File: config.mk
export PLATFORM = sky130hd
export DESIGN_NAME = csm_comma_segment_multiplexer
export DESIGN_NICKNAME = d
export VERILOG_FILES = /design/src/rtl/csm_comma_selector.v /design/src/rtl/csm_comma_segment_multiplexer.v
export VERILOG_INCLUDE_DIRS = /design/src /design/src/rtl
export SDC_FILE = /design/constraint.sdc
export NUM_CORES = 1
export LEC_CHECK = 0
export ABC_AREA = 1
export BUFFER_PORTS_ARGS = -buffer_cell sky130_fd_sc_hd__buf_2
export CAP_MARGIN = 20
export CORE_ASPECT_RATIO = 2
export CORE_MARGIN = 1
export CORE_UTILIZATION = 53
export CTS_CLUSTER_SIZE = 30
export DETAILED_ROUTE_END_ITERATION = 10
export GPL_ROUTABILITY_DRIVEN = 0
export PLACE_DENSITY = 0.8
export SLEW_MARGIN = 20
export SYNTH_ARGS = -nofsm -noshare
export SYNTH_HDL_FRONTEND = slang
export SYNTH_SLANG_ARGS = --single-unit
export TNS_END_PERCENT = 5
File: constraint.sdc
create_clock -name clk -period 2.2 [get_ports clk]
set_input_delay 0.11 -clock clk [delete_from_list [all_inputs] [get_ports clk]]
set_output_delay 0.11 -clock clk [all_outputs]
set_load 0.05 [all_outputs]
File: src/rtl/csm_consts.vh
// constants for the comma segment multiplexer
// assumes a 250 MHz clk; times are given in ns and converted to cycles
`ifndef CSM_CONSTS_VH
`define CSM_CONSTS_VH
`define CSM_COMMA_RAM_ADDR 5'h0C
`define CSM_COMMA_SCAN_CODE 4'h6
`define CSM_CLK_PERIOD_NS 4
`define CSM_MTP_TIME_NS 62500
`define CSM_SLOT_TIME_NS 500000
`define CSM_CAPTURE_TIME_NS 30000
`define CSM_MTP_CYCLES (`CSM_MTP_TIME_NS / `CSM_CLK_PERIOD_NS)
`define CSM_SLOT_CYCLES (`CSM_SLOT_TIME_NS / `CSM_CLK_PERIOD_NS)
`define CSM_CAPTURE_CYCLES \
  ((`CSM_CAPTURE_TIME_NS + `CSM_CLK_PERIOD_NS - 1) / `CSM_CLK_PERIOD_NS)
`define CSM_BLOCK_CYCLES (`CSM_SLOT_CYCLES)
`define CSM_COMMA_RESET 8'h00
`define CSM_ENABLE_RESET 1'b0
`endif

File: src/rtl/csm_comma_selector.v
// 8-into-1 selector picking the comma bit of the active block
// assumes the select code is the low three bits of the block scan count
module csm_comma_selector #(
  parameter WIDTH = 8,
  parameter SEL_W = 3
) (
  input wire [WIDTH-1:0] data_in,
  input wire [SEL_W-1:0] sel,
  output wire bit_out
);
  assign bit_out = data_in[sel];
endmodule // csm_comma_selector

File: src/rtl/csm_comma_segment_multiplexer.v
// comma segment drive for a two-display multiplexed block scan
// assumes synchronous inputs, one clock, RAM data bus driven externally
//
// What this block does
// commas share one RAM byte at 01100
// seven blocks (codes 0-5 and 7) have commas, others none
// scan 0110 fetches comma byte, section low
// code 0110 drives low comma strobe
// comma byte blanked from ordinary segments
// strobe edge captures byte after 30us
// captured byte held until next strobe
// scan count selects active block's comma bit
// comma off during strobe and blanking
// gated comma drives primary display
// segments forced low at block changeover
// both displays' anodes energized together
// controller pulses mode line to set latch
// enable latch takes address bit zero
// enabled latch copies commas to second display
// cleared latch blocks second display commas
// master timing pulse lasts 62.5us
// reset clears enable latch and comma byte
`include "csm_consts.vh"
module csm_comma_segment_multiplexer #(
  parameter MTP_CYCLES = `CSM_MTP_CYCLES,
  parameter BLOCK_CYCLES = `CSM_BLOCK_CYCLES,
  parameter CAPTURE_CYCLES = `CSM_CAPTURE_CYCLES
) (
  input wire clk,
  input wire rst_n,
  input wire [7:0] ram_data,
  input wire [7:0] output_seg_in,
  input wire [7:0] mode_seg_in,
  input wire mode_comma_ctrl_n,
  input wire address_bit_zero,
  output reg [3:0] block_scan_counter,
  output reg [4:0] ram_addr,
  output reg ram_section_select,
  output reg comma_slot_strobe_n,
  output reg master_timing_pulse,
  output reg [11:0] anode_enable,
  output reg [7:0] output_seg_drive,
  output reg [7:0] mode_seg_drive,
  output reg output_comma_drive,
  output reg mode_comma_drive,
  output reg mode_comma_enable_latch,
  output reg [7:0] comma_byte_latch
);
  // scan sequence covers codes 0..12 (blocks plus comma slot)
  localparam [3:0] LAST_CODE = 4'hC;
  localparam integer BLOCK_LAST_I = BLOCK_CYCLES - 1;
  localparam integer MTP_LAST_I = MTP_CYCLES - 1;
  localparam integer CAP_AT_I = CAPTURE_CYCLES;
  // an 18-bit tick covers the full block time at 4 ns; longer blocks
  // would need a wider tick
  localparam [17:0] BLOCK_LAST = BLOCK_LAST_I[17:0];
  localparam [17:0] MTP_LAST = MTP_LAST_I[17:0];
  localparam [17:0] CAP_AT = CAP_AT_I[17:0];

  reg [17:0] tick_reg;
  reg [17:0] tick_next;
  reg [3:0] scan_next;
  reg cap_done_reg;
  reg load_pulse_n_reg;
  reg load_pulse_n_next;
  wire mtp_now;
  wire comma_slot;
  wire blank_now;
  wire comma_sel_bit;
  wire gated_comma;
  wire capture_now;
  wire [11:0] anode_code;

  function [11:0] anode_decode;
    input [3:0] code;
    begin
      anode_decode = 12'h000;
      if (code < 4'hC && code != `CSM_COMMA_SCAN_CODE) begin
        anode_decode[code] = 1'b1;
      end
    end
  endfunction

  // blanking window shared by segments, commas and section select
  function blank_decode;
    input mtp;
    input slot;
    begin
      blank_decode = mtp || slot;
    end
  endfunction

  assign mtp_now = (tick_reg <= MTP_LAST);
  assign comma_slot = (block_scan_counter == `CSM_COMMA_SCAN_CODE);
  assign blank_now = blank_decode(mtp_now, comma_slot);
  assign anode_code = anode_decode(block_scan_counter);

  always @* begin
    tick_next = tick_reg + 18'h00001;
    if (tick_reg == BLOCK_LAST) begin
      tick_next = 18'h00000;
    end
  end

  always @* begin
    scan_next = block_scan_counter;
    if (tick_reg == BLOCK_LAST) begin
      if (block_scan_counter == LAST_CODE) begin
        scan_next = 4'h0;
      end else begin
        scan_next = block_scan_counter + 4'h1;
      end
    end
  end

  always @(posedge clk or negedge rst_n) begin
    if (!rst_n) begin
      tick_reg <= 18'h00000;
    end else begin
      tick_reg <= tick_next;
    end
  end

  always @(posedge clk or negedge rst_n) begin
    if (!rst_n) begin
      block_scan_counter <= 4'h0;
    end else begin
      block_scan_counter <= scan_next;
    end
  end

  // load pulse: low from the start of the comma slot to the capture point;
  // a capture delay of zero never opens it, so no byte would be taken
  always @* begin
    load_pulse_n_next = 1'b1;
    if (comma_slot && !cap_done_reg && tick_reg < CAP_AT) begin
      load_pulse_n_next = 1'b0;
    end
  end

  always @(posedge clk or negedge rst_n) begin
    if (!rst_n) begin
      load_pulse_n_reg <= 1'b1;
    end else begin
      load_pulse_n_reg <= load_pulse_n_next;
    end
  end

  // the rising edge of the load pulse takes the byte off the bus, well
  // after the fetch address has settled on the ram
  assign capture_now = !load_pulse_n_reg && load_pulse_n_next;

  // one capture per slot, so a late bus glitch cannot reload the byte
  always @(posedge clk or negedge rst_n) begin
    if (!rst_n) begin
      cap_done_reg <= 1'b0;
    end else if (!comma_slot) begin
      cap_done_reg <= 1'b0;
    end else if (capture_now) begin
      cap_done_reg <= 1'b1;
    end
  end

  // comma byte held until the next capture
  always @(posedge clk or negedge rst_n) begin
    if (!rst_n) begin
      comma_byte_latch <= `CSM_COMMA_RESET;
    end else if (capture_now) begin
      comma_byte_latch <= ram_data;
    end
  end

  // mode comma latch follows address bit while the line is low
  always @(posedge clk or negedge rst_n) begin
    if (!rst_n) begin
      mode_comma_enable_latch <= `CSM_ENABLE_RESET;
    end else if (!mode_comma_ctrl_n) begin
      mode_comma_enable_latch <= address_bit_zero;
    end
  end

  // low three bits select the block; only blocks 0..7 carry commas
  csm_comma_selector #(
    .WIDTH(8),
    .SEL_W(3)
  ) u_sel (
    .data_in(comma_byte_latch),
    .sel(block_scan_counter[2:0]),
    .bit_out(comma_sel_bit)
  );

  assign gated_comma = comma_sel_bit && !blank_decode(mtp_now, comma_slot) &&
                       !block_scan_counter[3];

  // registered so the front drivers never see decode glitches
  always @(posedge clk or negedge rst_n) begin
    if (!rst_n) begin
      master_timing_pulse <= 1'b0;
    end else begin
      master_timing_pulse <= mtp_now;
    end
  end

  always @(posedge clk or negedge rst_n) begin
    if (!rst_n) begin
      comma_slot_strobe_n <= 1'b1;
    end else begin
      comma_slot_strobe_n <= !comma_slot;
    end
  end

  // section low during the pulse and the whole comma slot
  always @(posedge clk or negedge rst_n) begin
    if (!rst_n) begin
      ram_section_select <= 1'b0;
    end else begin
      ram_section_select <= !blank_now;
    end
  end

  // the comma slot overrides the block address for its whole length
  always @(posedge clk or negedge rst_n) begin
    if (!rst_n) begin
      ram_addr <= 5'h00;
    end else begin
      if (comma_slot) begin
        ram_addr <= `CSM_COMMA_RAM_ADDR;
      end else begin
        ram_addr <= {!mtp_now, block_scan_counter};
      end
    end
  end

  // per-anode flip-flops so every output comes straight from a register
  genvar an_i;
  generate
    for (an_i = 0; an_i < 12; an_i = an_i + 1) begin : g_anode
      always @(posedge clk or negedge rst_n) begin
        if (!rst_n) begin
          anode_enable[an_i] <= 1'b0;
        end else begin
          anode_enable[an_i] <= anode_code[an_i];
        end
      end
    end
  endgenerate

  // primary display segments, dark at every changeover
  genvar os_i;
  generate
    for (os_i = 0; os_i < 8; os_i = os_i + 1) begin : g_oseg
      always @(posedge clk or negedge rst_n) begin
        if (!rst_n) begin
          output_seg_drive[os_i] <= 1'b0;
        end else if (blank_now) begin
          output_seg_drive[os_i] <= 1'b0;
        end else begin
          output_seg_drive[os_i] <= output_seg_in[os_i];
        end
      end
    end
  endgenerate

  // second display segments share the same blanking window
  genvar ms_i;
  generate
    for (ms_i = 0; ms_i < 8; ms_i = ms_i + 1) begin : g_mseg
      always @(posedge clk or negedge rst_n) begin
        if (!rst_n) begin
          mode_seg_drive[ms_i] <= 1'b0;
        end else if (blank_now) begin
          mode_seg_drive[ms_i] <= 1'b0;
        end else begin
          mode_seg_drive[ms_i] <= mode_seg_in[ms_i];
        end
      end
    end
  endgenerate

  always @(posedge clk or negedge rst_n) begin
    if (!rst_n) begin
      output_comma_drive <= 1'b0;
    end else begin
      output_comma_drive <= gated_comma;
    end
  end

  // the copy uses the same gated stream, so with the latch set both displays agree per block
  always @(posedge clk or negedge rst_n) begin
    if (!rst_n) begin
      mode_comma_drive <= 1'b0;
    end else begin
      mode_comma_drive <= gated_comma && mode_comma_enable_latch;
    end
  end
endmodule // csm_comma_segment_multiplexer

==> metrics.cfg, run 1 <==
[sta]
worstMarginPinSlew_ns = 0.595
setup_ws_ns = 0.309
min_period_ns = 1.89
fin_skew_ns = 0.00535
rsz0062_at_grt = no
final_hold_viol_count = 0
slew_headroom_pct = 60.3
setup_violations = 0
finalMaxSlewViolations = 0
fmax_ghz = 0.529
fin_crit_sh_pct = 86.0
finalSetupTns_ns = 0

[floorplanning]
pin_count = 79
die_area_um2 = 6290
core_area_um2 = 5710
rows = 39
die_y_um = 111
die_w_um = 56.6
start_util_pct = 55.3

[critical_path]
critPathKind = flip-flop to flip-flop
crit_end = comma_byte_latch[0]
rr_worst_depth = 10
rr_endpoint = comma_byte_latch[0]
slowest_delay_ns = 0.38
critPathLaunch = block_scan_counter[0]
cpMaxStageDelayCell = dfrtp_1
cp-end-kind = flip-flop
arrival_ns = 2.15
crit_chain = inv_1 > ha_1 > inv_1 > nor2_2 > nand2_1 > nor2_1 > nand2_1 > nand2_2 > nand2_1 > nand2_1
cp_max_fo = 11
reg2reg_slack_ns = 0.31
required_ns = 2.46
r2r-start = block_scan_counter[0]
start_kind = flip-flop
path_common_cell = nand2_1

[clock_tree]
cts.clk_slew.worst_paths_ns = 0.05
hold_buffers = 13
clockBufferDepth = 2
cts_made_buffers = 9
cts_tree = done
clock_latency_ns = 0.33
cts_max_level = 3
post_cts_resize_count = 0
postCtsSetupRepairBufs = 0
cts.sinks = 70
cts-root-buf = clkbuf_16

[worst_hold_path]
hold_path_class = primary input to flip-flop

[global_routing]
grt_busiest_layer = met2
grt_overflow = 0
met1_usage_pct = 23.6
grt_max_degree = 29
grtUsageMet3_pct = 3.97
antenna_found_initial = 0
grt_usage_pct = 23.9
grt_pass1_wl_mm = 11.5
use_met2_pct = 42.7
first_global_vias = 2654

[synthesis]
synth_area_leader_cell = dfrtp_1
synth_top_area_share_pct = 53.9
synthesis.area_um2 = 3160
ys_ff_latch = 70
syn_inst = 362
syn_area_per_cell_um2 = 8.72
ys_seq_area_share_pct = 55.5
synth_area_leaders = dfrtp_1 (54%), nand2_1 (8.9%), inv_1 (7.5%), nor2_1 (5.6%), nand3_1 (4.9%)
yosysUniqueCellTypes = 27
ys_warn_count = 0
syn-num-nets = 396

[final_layout]
drive_above_1_share_pct = 26.5
multi_input_area_um2 = 1100
nets = 494
antenna_cells = 0
final_cell_area_um2 = 4040
area_delta_synth_final_pct = 27.8
utilization_pct = 70.7
largest_reg_flops = 18
regArea_um2 = 1750
fillers = 419
fin_cells = 526

[power]
powerDensity_nw_per_um2 = 722
max-vdd-ir-drop_uv = 850
p_leak_nw = 2.26

[drt]
via_per_inst = 5.02
drc = 0
drt_pass1_iterations = 4
totalWireLength_mm = 6.75
vias = 2641
ant_nets = 0
drt-initial-drc-count = 116
routedWlPerCell_um = 12.8

[placement]
dp_cells = 497
io_buffers = 78
hpwl_mm = 4.89
dpl_cell_area_um2 = 3590
post-place-ws_ns = 0.338

[run_status]
status = finished, final reports clean

[job]
maxCapViolCount = 0

-- worst min path at each step --
stage / slack (ns) / depth (start not counted) / end / startpoint
after floorplan: -0.19 / 0 / anode_enable[0] / rst_n
after global routing: 0.008 / 3 / output_seg_drive[5] / output_seg_in[5]
after detailed placement: 0.14 / 1 / mode_seg_drive[1] / rst_n
after CTS: 0.00005 / 3 / output_seg_drive[7] / output_seg_in[7]
final: 0.005 / 3 / output_seg_drive[7] / output_seg_in[7]
after global placement: 0.14 / 1 / mode_seg_drive[1] / rst_n
-- kinds of logic after synthesis --
kind of cell,after synthesis,synth area share (%)
other,1,0.119
DFF,70,55.5
buffers and inverters,72,9.47
xor gates and xnor gates,11,3.05
and+or+nand+nor,194,28.2
AOI/OAI and AO/OA,8,1.27
adders and majority gates,6,2.38
-- stage by stage --
| stage | hold slack (ns) | total power [mW] |
|---|---|---|
| global route | 0.00780 | 3.00 |
| floorplan | -0.186 | 1.38 |
| global placement | 0.137 | 1.45 |
| CTS | 0.0000484 | 2.94 |
| detailed placement | 0.143 | 1.45 |
| finish | 0.00467 | 2.91 |
-- synthesized netlist by cell type --
master / number
dfrtp_1: 68
inv_1: 63
clkbuf_1: 2
dfstp_2: 2
o21ai_0: 5
buf_8: 1
clkinv_1: 1
nor3_1: 14
nor3_2: 1
ha_1: 6
nand3_4: 1
nand3_1: 31
conb_1: 1
buf_4: 2
nand4_1: 2
nand2_1: 75
clkinv_2: 1
nand3b_1: 1
xor2_1: 11
buf_2: 1
nand3_2: 3
a21oi_1: 3
nor2_4: 2
nor2_2: 12
nor2_1: 47
buf_6: 1
nand2_2: 5
-- final cells by class --
type | count | share of cell area, %
tap | 61 | 1.89
timing repair buffer | 94 | 13.5
sequential | 70 | 43.5
clock buffer | 13 | 6.70
clock inverter | 3 | 1.05
inverter | 65 | 6.08
multi-input combinational | 220 | 27.4
-- placed cells by master, fill, tap and decap left out, types with 11 or more instances in the layout --
cell type,n
buf_2,78
nand2_1,75
dfrtp_1,68
inv_1,63
nor2_1,47
nand3_1,31
nor3_1,14
dlygate4sd3_1,13
nor2_2,12
xor2_1,11
-- routing by layer --
layer	vias up	wire length, um
met3	27	305
met1	1225	2370
met4	0	317
met2	99	3760
li1	1290	-
met5	-	0
-- where the power goes --
group	switching [mW]	internal [mW]
logic	0.0891	0.0485
registers	0.00765	1.30
clock network	0.501	0.967
total	0.598	2.31
-- critical path: cells and delay by family (launching register included) --
| kind | cells | cell delay (ns) |
|---|---|---|
| fa+ha+maj | 1 | 0.24 |
| buf+inv | 2 | 0.26 |
| flops | 1 | 0.38 |
| simple gates | 7 | 0.94 |
Power figures use the tool's default switching activity.
==> run 2: changes to the inputs <==
Settings changed: GPL_TIMING_DRIVEN set to 0, RECOVER_POWER set to 25.
==> metrics.cfg, run 2 (synthesis gave the netlist of run 1 again) <==
[final_layout]
nets = 499
largest_reg_flops = 18
layout_commonest_cell = buf_2
final_cell_area_um2 = 4060
antenna_cells = 0
drive_above_1_share_pct = 26.8
fin_cells = 531
area_delta_synth_final_pct = 28.4
final_cell_mix = buf_2 (78), nand2_1 (75), dfrtp_1 (68)

[floorplanning]
rows = 39
die_y_um = 111
die_w_um = 56.6
start_util_pct = 55.3
pin_count = 79
core_area_um2 = 5710
die_area_um2 = 6290

[worst_hold_path]
min_path_cells = 3
hold_path_class = primary input to flip-flop
hp-start = output_seg_in[6]
holdPathEnd = output_seg_drive[6]

[global_routing]
grt_pass1_wl_mm = 11.8
first_global_vias = 2659
grt_busiest_layer = met2
grt_max_degree = 57
met1_usage_pct = 25.3
use_met2_pct = 44.8
antenna_found_initial = 0
grtUsageMet3_pct = 5.72
grt_overflow = 0
grt_usage_pct = 24.8

[clock_tree]
cts_max_level = 3
cts_made_buffers = 9
cts.clk_slew.worst_paths_ns = 0.05
clock_latency_ns = 0.33
cts-root-buf = clkbuf_16
clockBufferDepth = 2
cts_tree = done
cts.sinks = 70
postCtsSetupRepairBufs = 0

[power]
pwr-share-seq_pct = 46.8
max-vdd-ir-drop_uv = 834
switching_power_mw = 0.597
finalPower_mw = 2.79
combPwrFrac_pct = 4.9
clockPowerShare_pct = 48.3
p_leak_nw = 2.28
p_sw_share_pct = 21.4
p_int_mw = 2.20
powerDensity_nw_per_um2 = 689

[sta]
fin_crit_sh_pct = 85.2
fin_skew_ns = 0.00468
hold-worst-slack_ns = -0.000409
setup_violations = 0
finalMaxSlewViolations = 0
min_period_ns = 1.87
slew_headroom_pct = 45.2
worstMarginPinSlew_ns = 0.822
fmax_ghz = 0.534
finalSetupTns_ns = 0
rsz0062_at_grt = no
final_hold_viol_count = 1

[drt]
ant_nets = 0
vias = 2609
drt-initial-drc-count = 137
drc = 0
via_per_inst = 4.91
totalWireLength_mm = 6.90
routedWlPerCell_um = 13.0
drt_pass1_iterations = 4

[critical_path]
arrival_ns = 2.09
cpMaxStageDelayCell = dfrtp_1
required_ns = 2.42
reg2reg_slack_ns = 0.33
critPathKind = flip-flop to flip-flop
crit_chain = inv_2 > ha_1 > inv_1 > nor2_2 > nand2_1 > nor2_1 > nand2_1 > buf_6 > nand3_1 > nand2_1
start_kind = flip-flop
crit_family = simple AND/OR/NAND/NOR gates
r2r-start = block_scan_counter[0]
cp_max_fo = 11
slowest_delay_ns = 0.50
critPathBufInv = 3
rr_endpoint = comma_byte_latch[0]
path_common_cell = nand2_1
rr_worst_depth = 10
cp-end-kind = flip-flop

[run_status]
status = finished with violations
violations = negative hold slack

[placement]
dp_cells = 502
dpl_cell_area_um2 = 3650
io_buffers = 78
hpwl_mm = 4.85

[job]
maxCapViolCount = 0

[run 2: worst register-to-register path, delay by kind of cell (launching register included)]
| family | cells | cell delay [ns] |
|---|---|---|
| buffers and inverters | 3 | 0.43 |
| flip-flops | 1 | 0.50 |
| AND/OR/NAND/NOR | 6 | 0.62 |
| adder cells (fa/ha/maj) | 1 | 0.23 |
[run 2: stage by stage]
step / util (%) / setup WS, ns
final: 71.0 / 0.326
after global routing: 71.0 / 0.0660
after CTS: 71.5 / 0.106
after detailed placement: 64.0 / 0.127
after global placement: 63.5 / 0.158
after floorplan: - / 0.157
[run 2: what timing repair did]
action | CTS | global route
gates resized for setup | 0 | 1
hold endpoints to repair | 81 | 0
hold buffers | 14 | 0
endpoints found under the setup margin | 0 | 20
[run 2: power by group through the flow]
stage / sequential [mW] / combinational (mW) / clock, mW
after floorplan: 1.36 / 0.0183 / 0
after detailed placement: 1.33 / 0.124 / 0
after CTS: 1.31 / 0.144 / 1.38
after global placement: 1.33 / 0.115 / 0
after global routing: 1.31 / 0.153 / 1.42
final: 1.31 / 0.138 / 1.35
[run 2: area by class of cell]
class,count,area [um2]
buffer,6,50.0
clock inverter,3,17.5
inverter,65,245
timing repair buffer,93,537
sequential,70,1750
tap,61,76.3
fill,405,1650
clock buffer,13,270
multi-input combinational,220,1100
[run 2: worst max-delay path by stage]
stage	from	endpoint	slack [ns]	depth (start not counted)
floorplan	block_scan_counter[0]	output_comma_drive	0.16	9
global placement	block_scan_counter[0]	ram_addr[4]	0.16	9
detailed placement	block_scan_counter[0]	mode_seg_drive[0]	0.13	9
CTS	block_scan_counter[0]	mode_seg_drive[0]	0.11	9
global route	block_scan_counter[0]	comma_byte_latch[4]	0.07	10
finish	block_scan_counter[0]	comma_byte_latch[0]	0.33	10
[run 2: layer usage]
layer,wire length (um),vias to the layer above,share of wire [%]
li1,-,1301,-
met1,2510,1217,36
met2,3900,71,56
met3,267,20,3.9
met4,228,0,3.3
met5,0,-,0
==> run 3: changes to the inputs <==
Settings changed: CORE_UTILIZATION 53 to 57, PLACE_DENSITY 0.8 to 0.85, SLEW_MARGIN 20 to 30.
Clock period 2.2 ns to 2.4 ns, I/O delays scaled along.
==> metrics.cfg, run 3 (synthesis gave the netlist of run 1 again) <==
[run_status]
status = finished, final reports clean

[placement]
io_buffers = 78
hpwl_mm = 5.15
dp_cells = 501

[critical_path]
slowest_delay_ns = 0.43
critPathBufInv = 5
r2r-start = block_scan_counter[0]
crit_chain = clkbuf_1 > inv_1 > ha_1 > inv_1 > nor2_2 > inv_1 > nand3_4 > buf_8 > nor2_2
critPathKind = flip-flop to flip-flop
crit_family = buffers and inverters
cp-end-kind = flip-flop
start_kind = flip-flop
path_common_cell = inv_1
cp_max_fo = 10
arrival_ns = 2.42
required_ns = 2.69
critPathLaunch = block_scan_counter[0]
cpMaxStageDelayCell = dfrtp_1

[final_layout]
nets = 506
antenna_cells = 0
utilization_pct = 75.2
layout_commonest_cell = buf_2
final_cell_mix = buf_2 (77), nand2_1 (75), dfrtp_1 (68)
drive_above_1_share_pct = 26.2
fillers = 341
fin_cells = 537
area_delta_synth_final_pct = 27.9
largest_reg_flops = 18

[global_routing]
antenna_found_initial = 0
first_global_vias = 2753
grt_overflow = 0
grt_max_degree = 48
grt_usage_pct = 29.8
grt_pass1_wl_mm = 12.3

[power]
p_int_mw = 1.77
pwr-share-seq_pct = 51.9
combPwrFrac_pct = 5.9
powerDensity_nw_per_um2 = 571
clockPowerShare_pct = 42.2
p_sw_share_pct = 23.1
p_leak_nw = 2.25
max-vdd-ir-drop_uv = 590
switching_power_mw = 0.532

[worst_hold_path]
hold_path_class = primary input to flip-flop
hp-start = ram_data[5]

[drt]
via_per_inst = 5.17
routedWlPerCell_um = 14.0
drt_pass1_iterations = 5
totalWireLength_mm = 7.50
vias = 2775
drc = 0
drt-initial-drc-count = 133
topRoutingLayerUsed = met4
route.met2.wl_mm = 4.28
ant_nets = 0
drt-met1-wl_mm = 2.54
dr_wl_met3_um = 348

[floorplanning]
core_area_um2 = 5370
pin_count = 79
start_util_pct = 58.8
die_area_um2 = 5860
die_y_um = 107
rows = 38
die_w_um = 54.6

[sta]
fin_skew_ns = 0.00895
min_period_ns = 2.14
setup_violations = 0
fmax_ghz = 0.468
slew_headroom_pct = 15.9
final_hold_viol_count = 0
fin_crit_sh_pct = 89.0
finalSetupTns_ns = 0
worstMarginPinSlew_ns = 1.26
rsz0062_at_grt = no
finalMaxSlewViolations = 0

[clock_tree]
cts_tree = done
post_cts_resize_count = 0
clock_latency_ns = 0.35
cts-root-buf = clkbuf_8
cts_made_buffers = 9
cts.sinks = 70
cts.clk_slew.worst_paths_ns = 0.07
cts_max_level = 3
clockBufferDepth = 2

[job]
maxCapViolCount = 0

run 3: path summary, 6_finish.rpt:
check	cells past startpoint	end	slack (ns)
setup / recovery	9	output_comma_drive	0.26
hold / removal	3	comma_byte_latch[5]	0.007
setup reg to reg	9	output_comma_drive	0.26
hold reg to reg	2	comma_byte_latch[6]	0.51
max in group asynchronous	3	anode_enable[1]	0.50
min in group asynchronous	2	tick_reg[9]	0.55
run 3: through the flow:
stage	setup WS [ns]	power [mW]	instance area [um2]	hold WS, ns
floorplan	0.357	1.27	3160	-0.176
global placement	0.364	1.32	3620	0.312
detailed placement	0.313	1.33	3650	0.0392
CTS	0.295	2.32	4060	0.000197
global route	0.00242	2.38	4040	0.00885
finish	0.263	2.30	4040	0.00652
run 3: timing repair:
action / CTS / global route
setup buffers: 0 / 0
hold buffers: 20 / 0
endpoints found under the hold margin: 43 / 0
run 3: final cells by class:
type	count	area, um2	area share [%]
clock inverters	5	57.6	1.43
repair buffers	99	596	14.8
plain buffers	7	53.8	1.33
clock buffers	11	151	3.75
inverters	65	245	6.07
well taps	60	75.1	1.86
multi-input cells	220	1100	27.4
flip-flops and latches	70	1750	43.4
run 3: metal layers:
layer,vias up,track usage [%]
li1,1313,-
met1,1335,30.7
met2,100,50.1
met3,27,6.92
met4,0,19.4
met5,-,0
run 3: power by group through the flow:
stage	clock network (mW)	logic, mW	registers [mW]
after floorplan	0	0.0168	1.25
after global placement	0	0.105	1.22
after detailed placement	0	0.113	1.22
after CTS	0.986	0.139	1.20
after global routing	1.04	0.150	1.20
final	0.973	0.136	1.20
run 3: worst min-delay path, stage by stage:
cell	delay, ns
buf_2	0.08
nand3_1	0.07
nand2_1	0.06
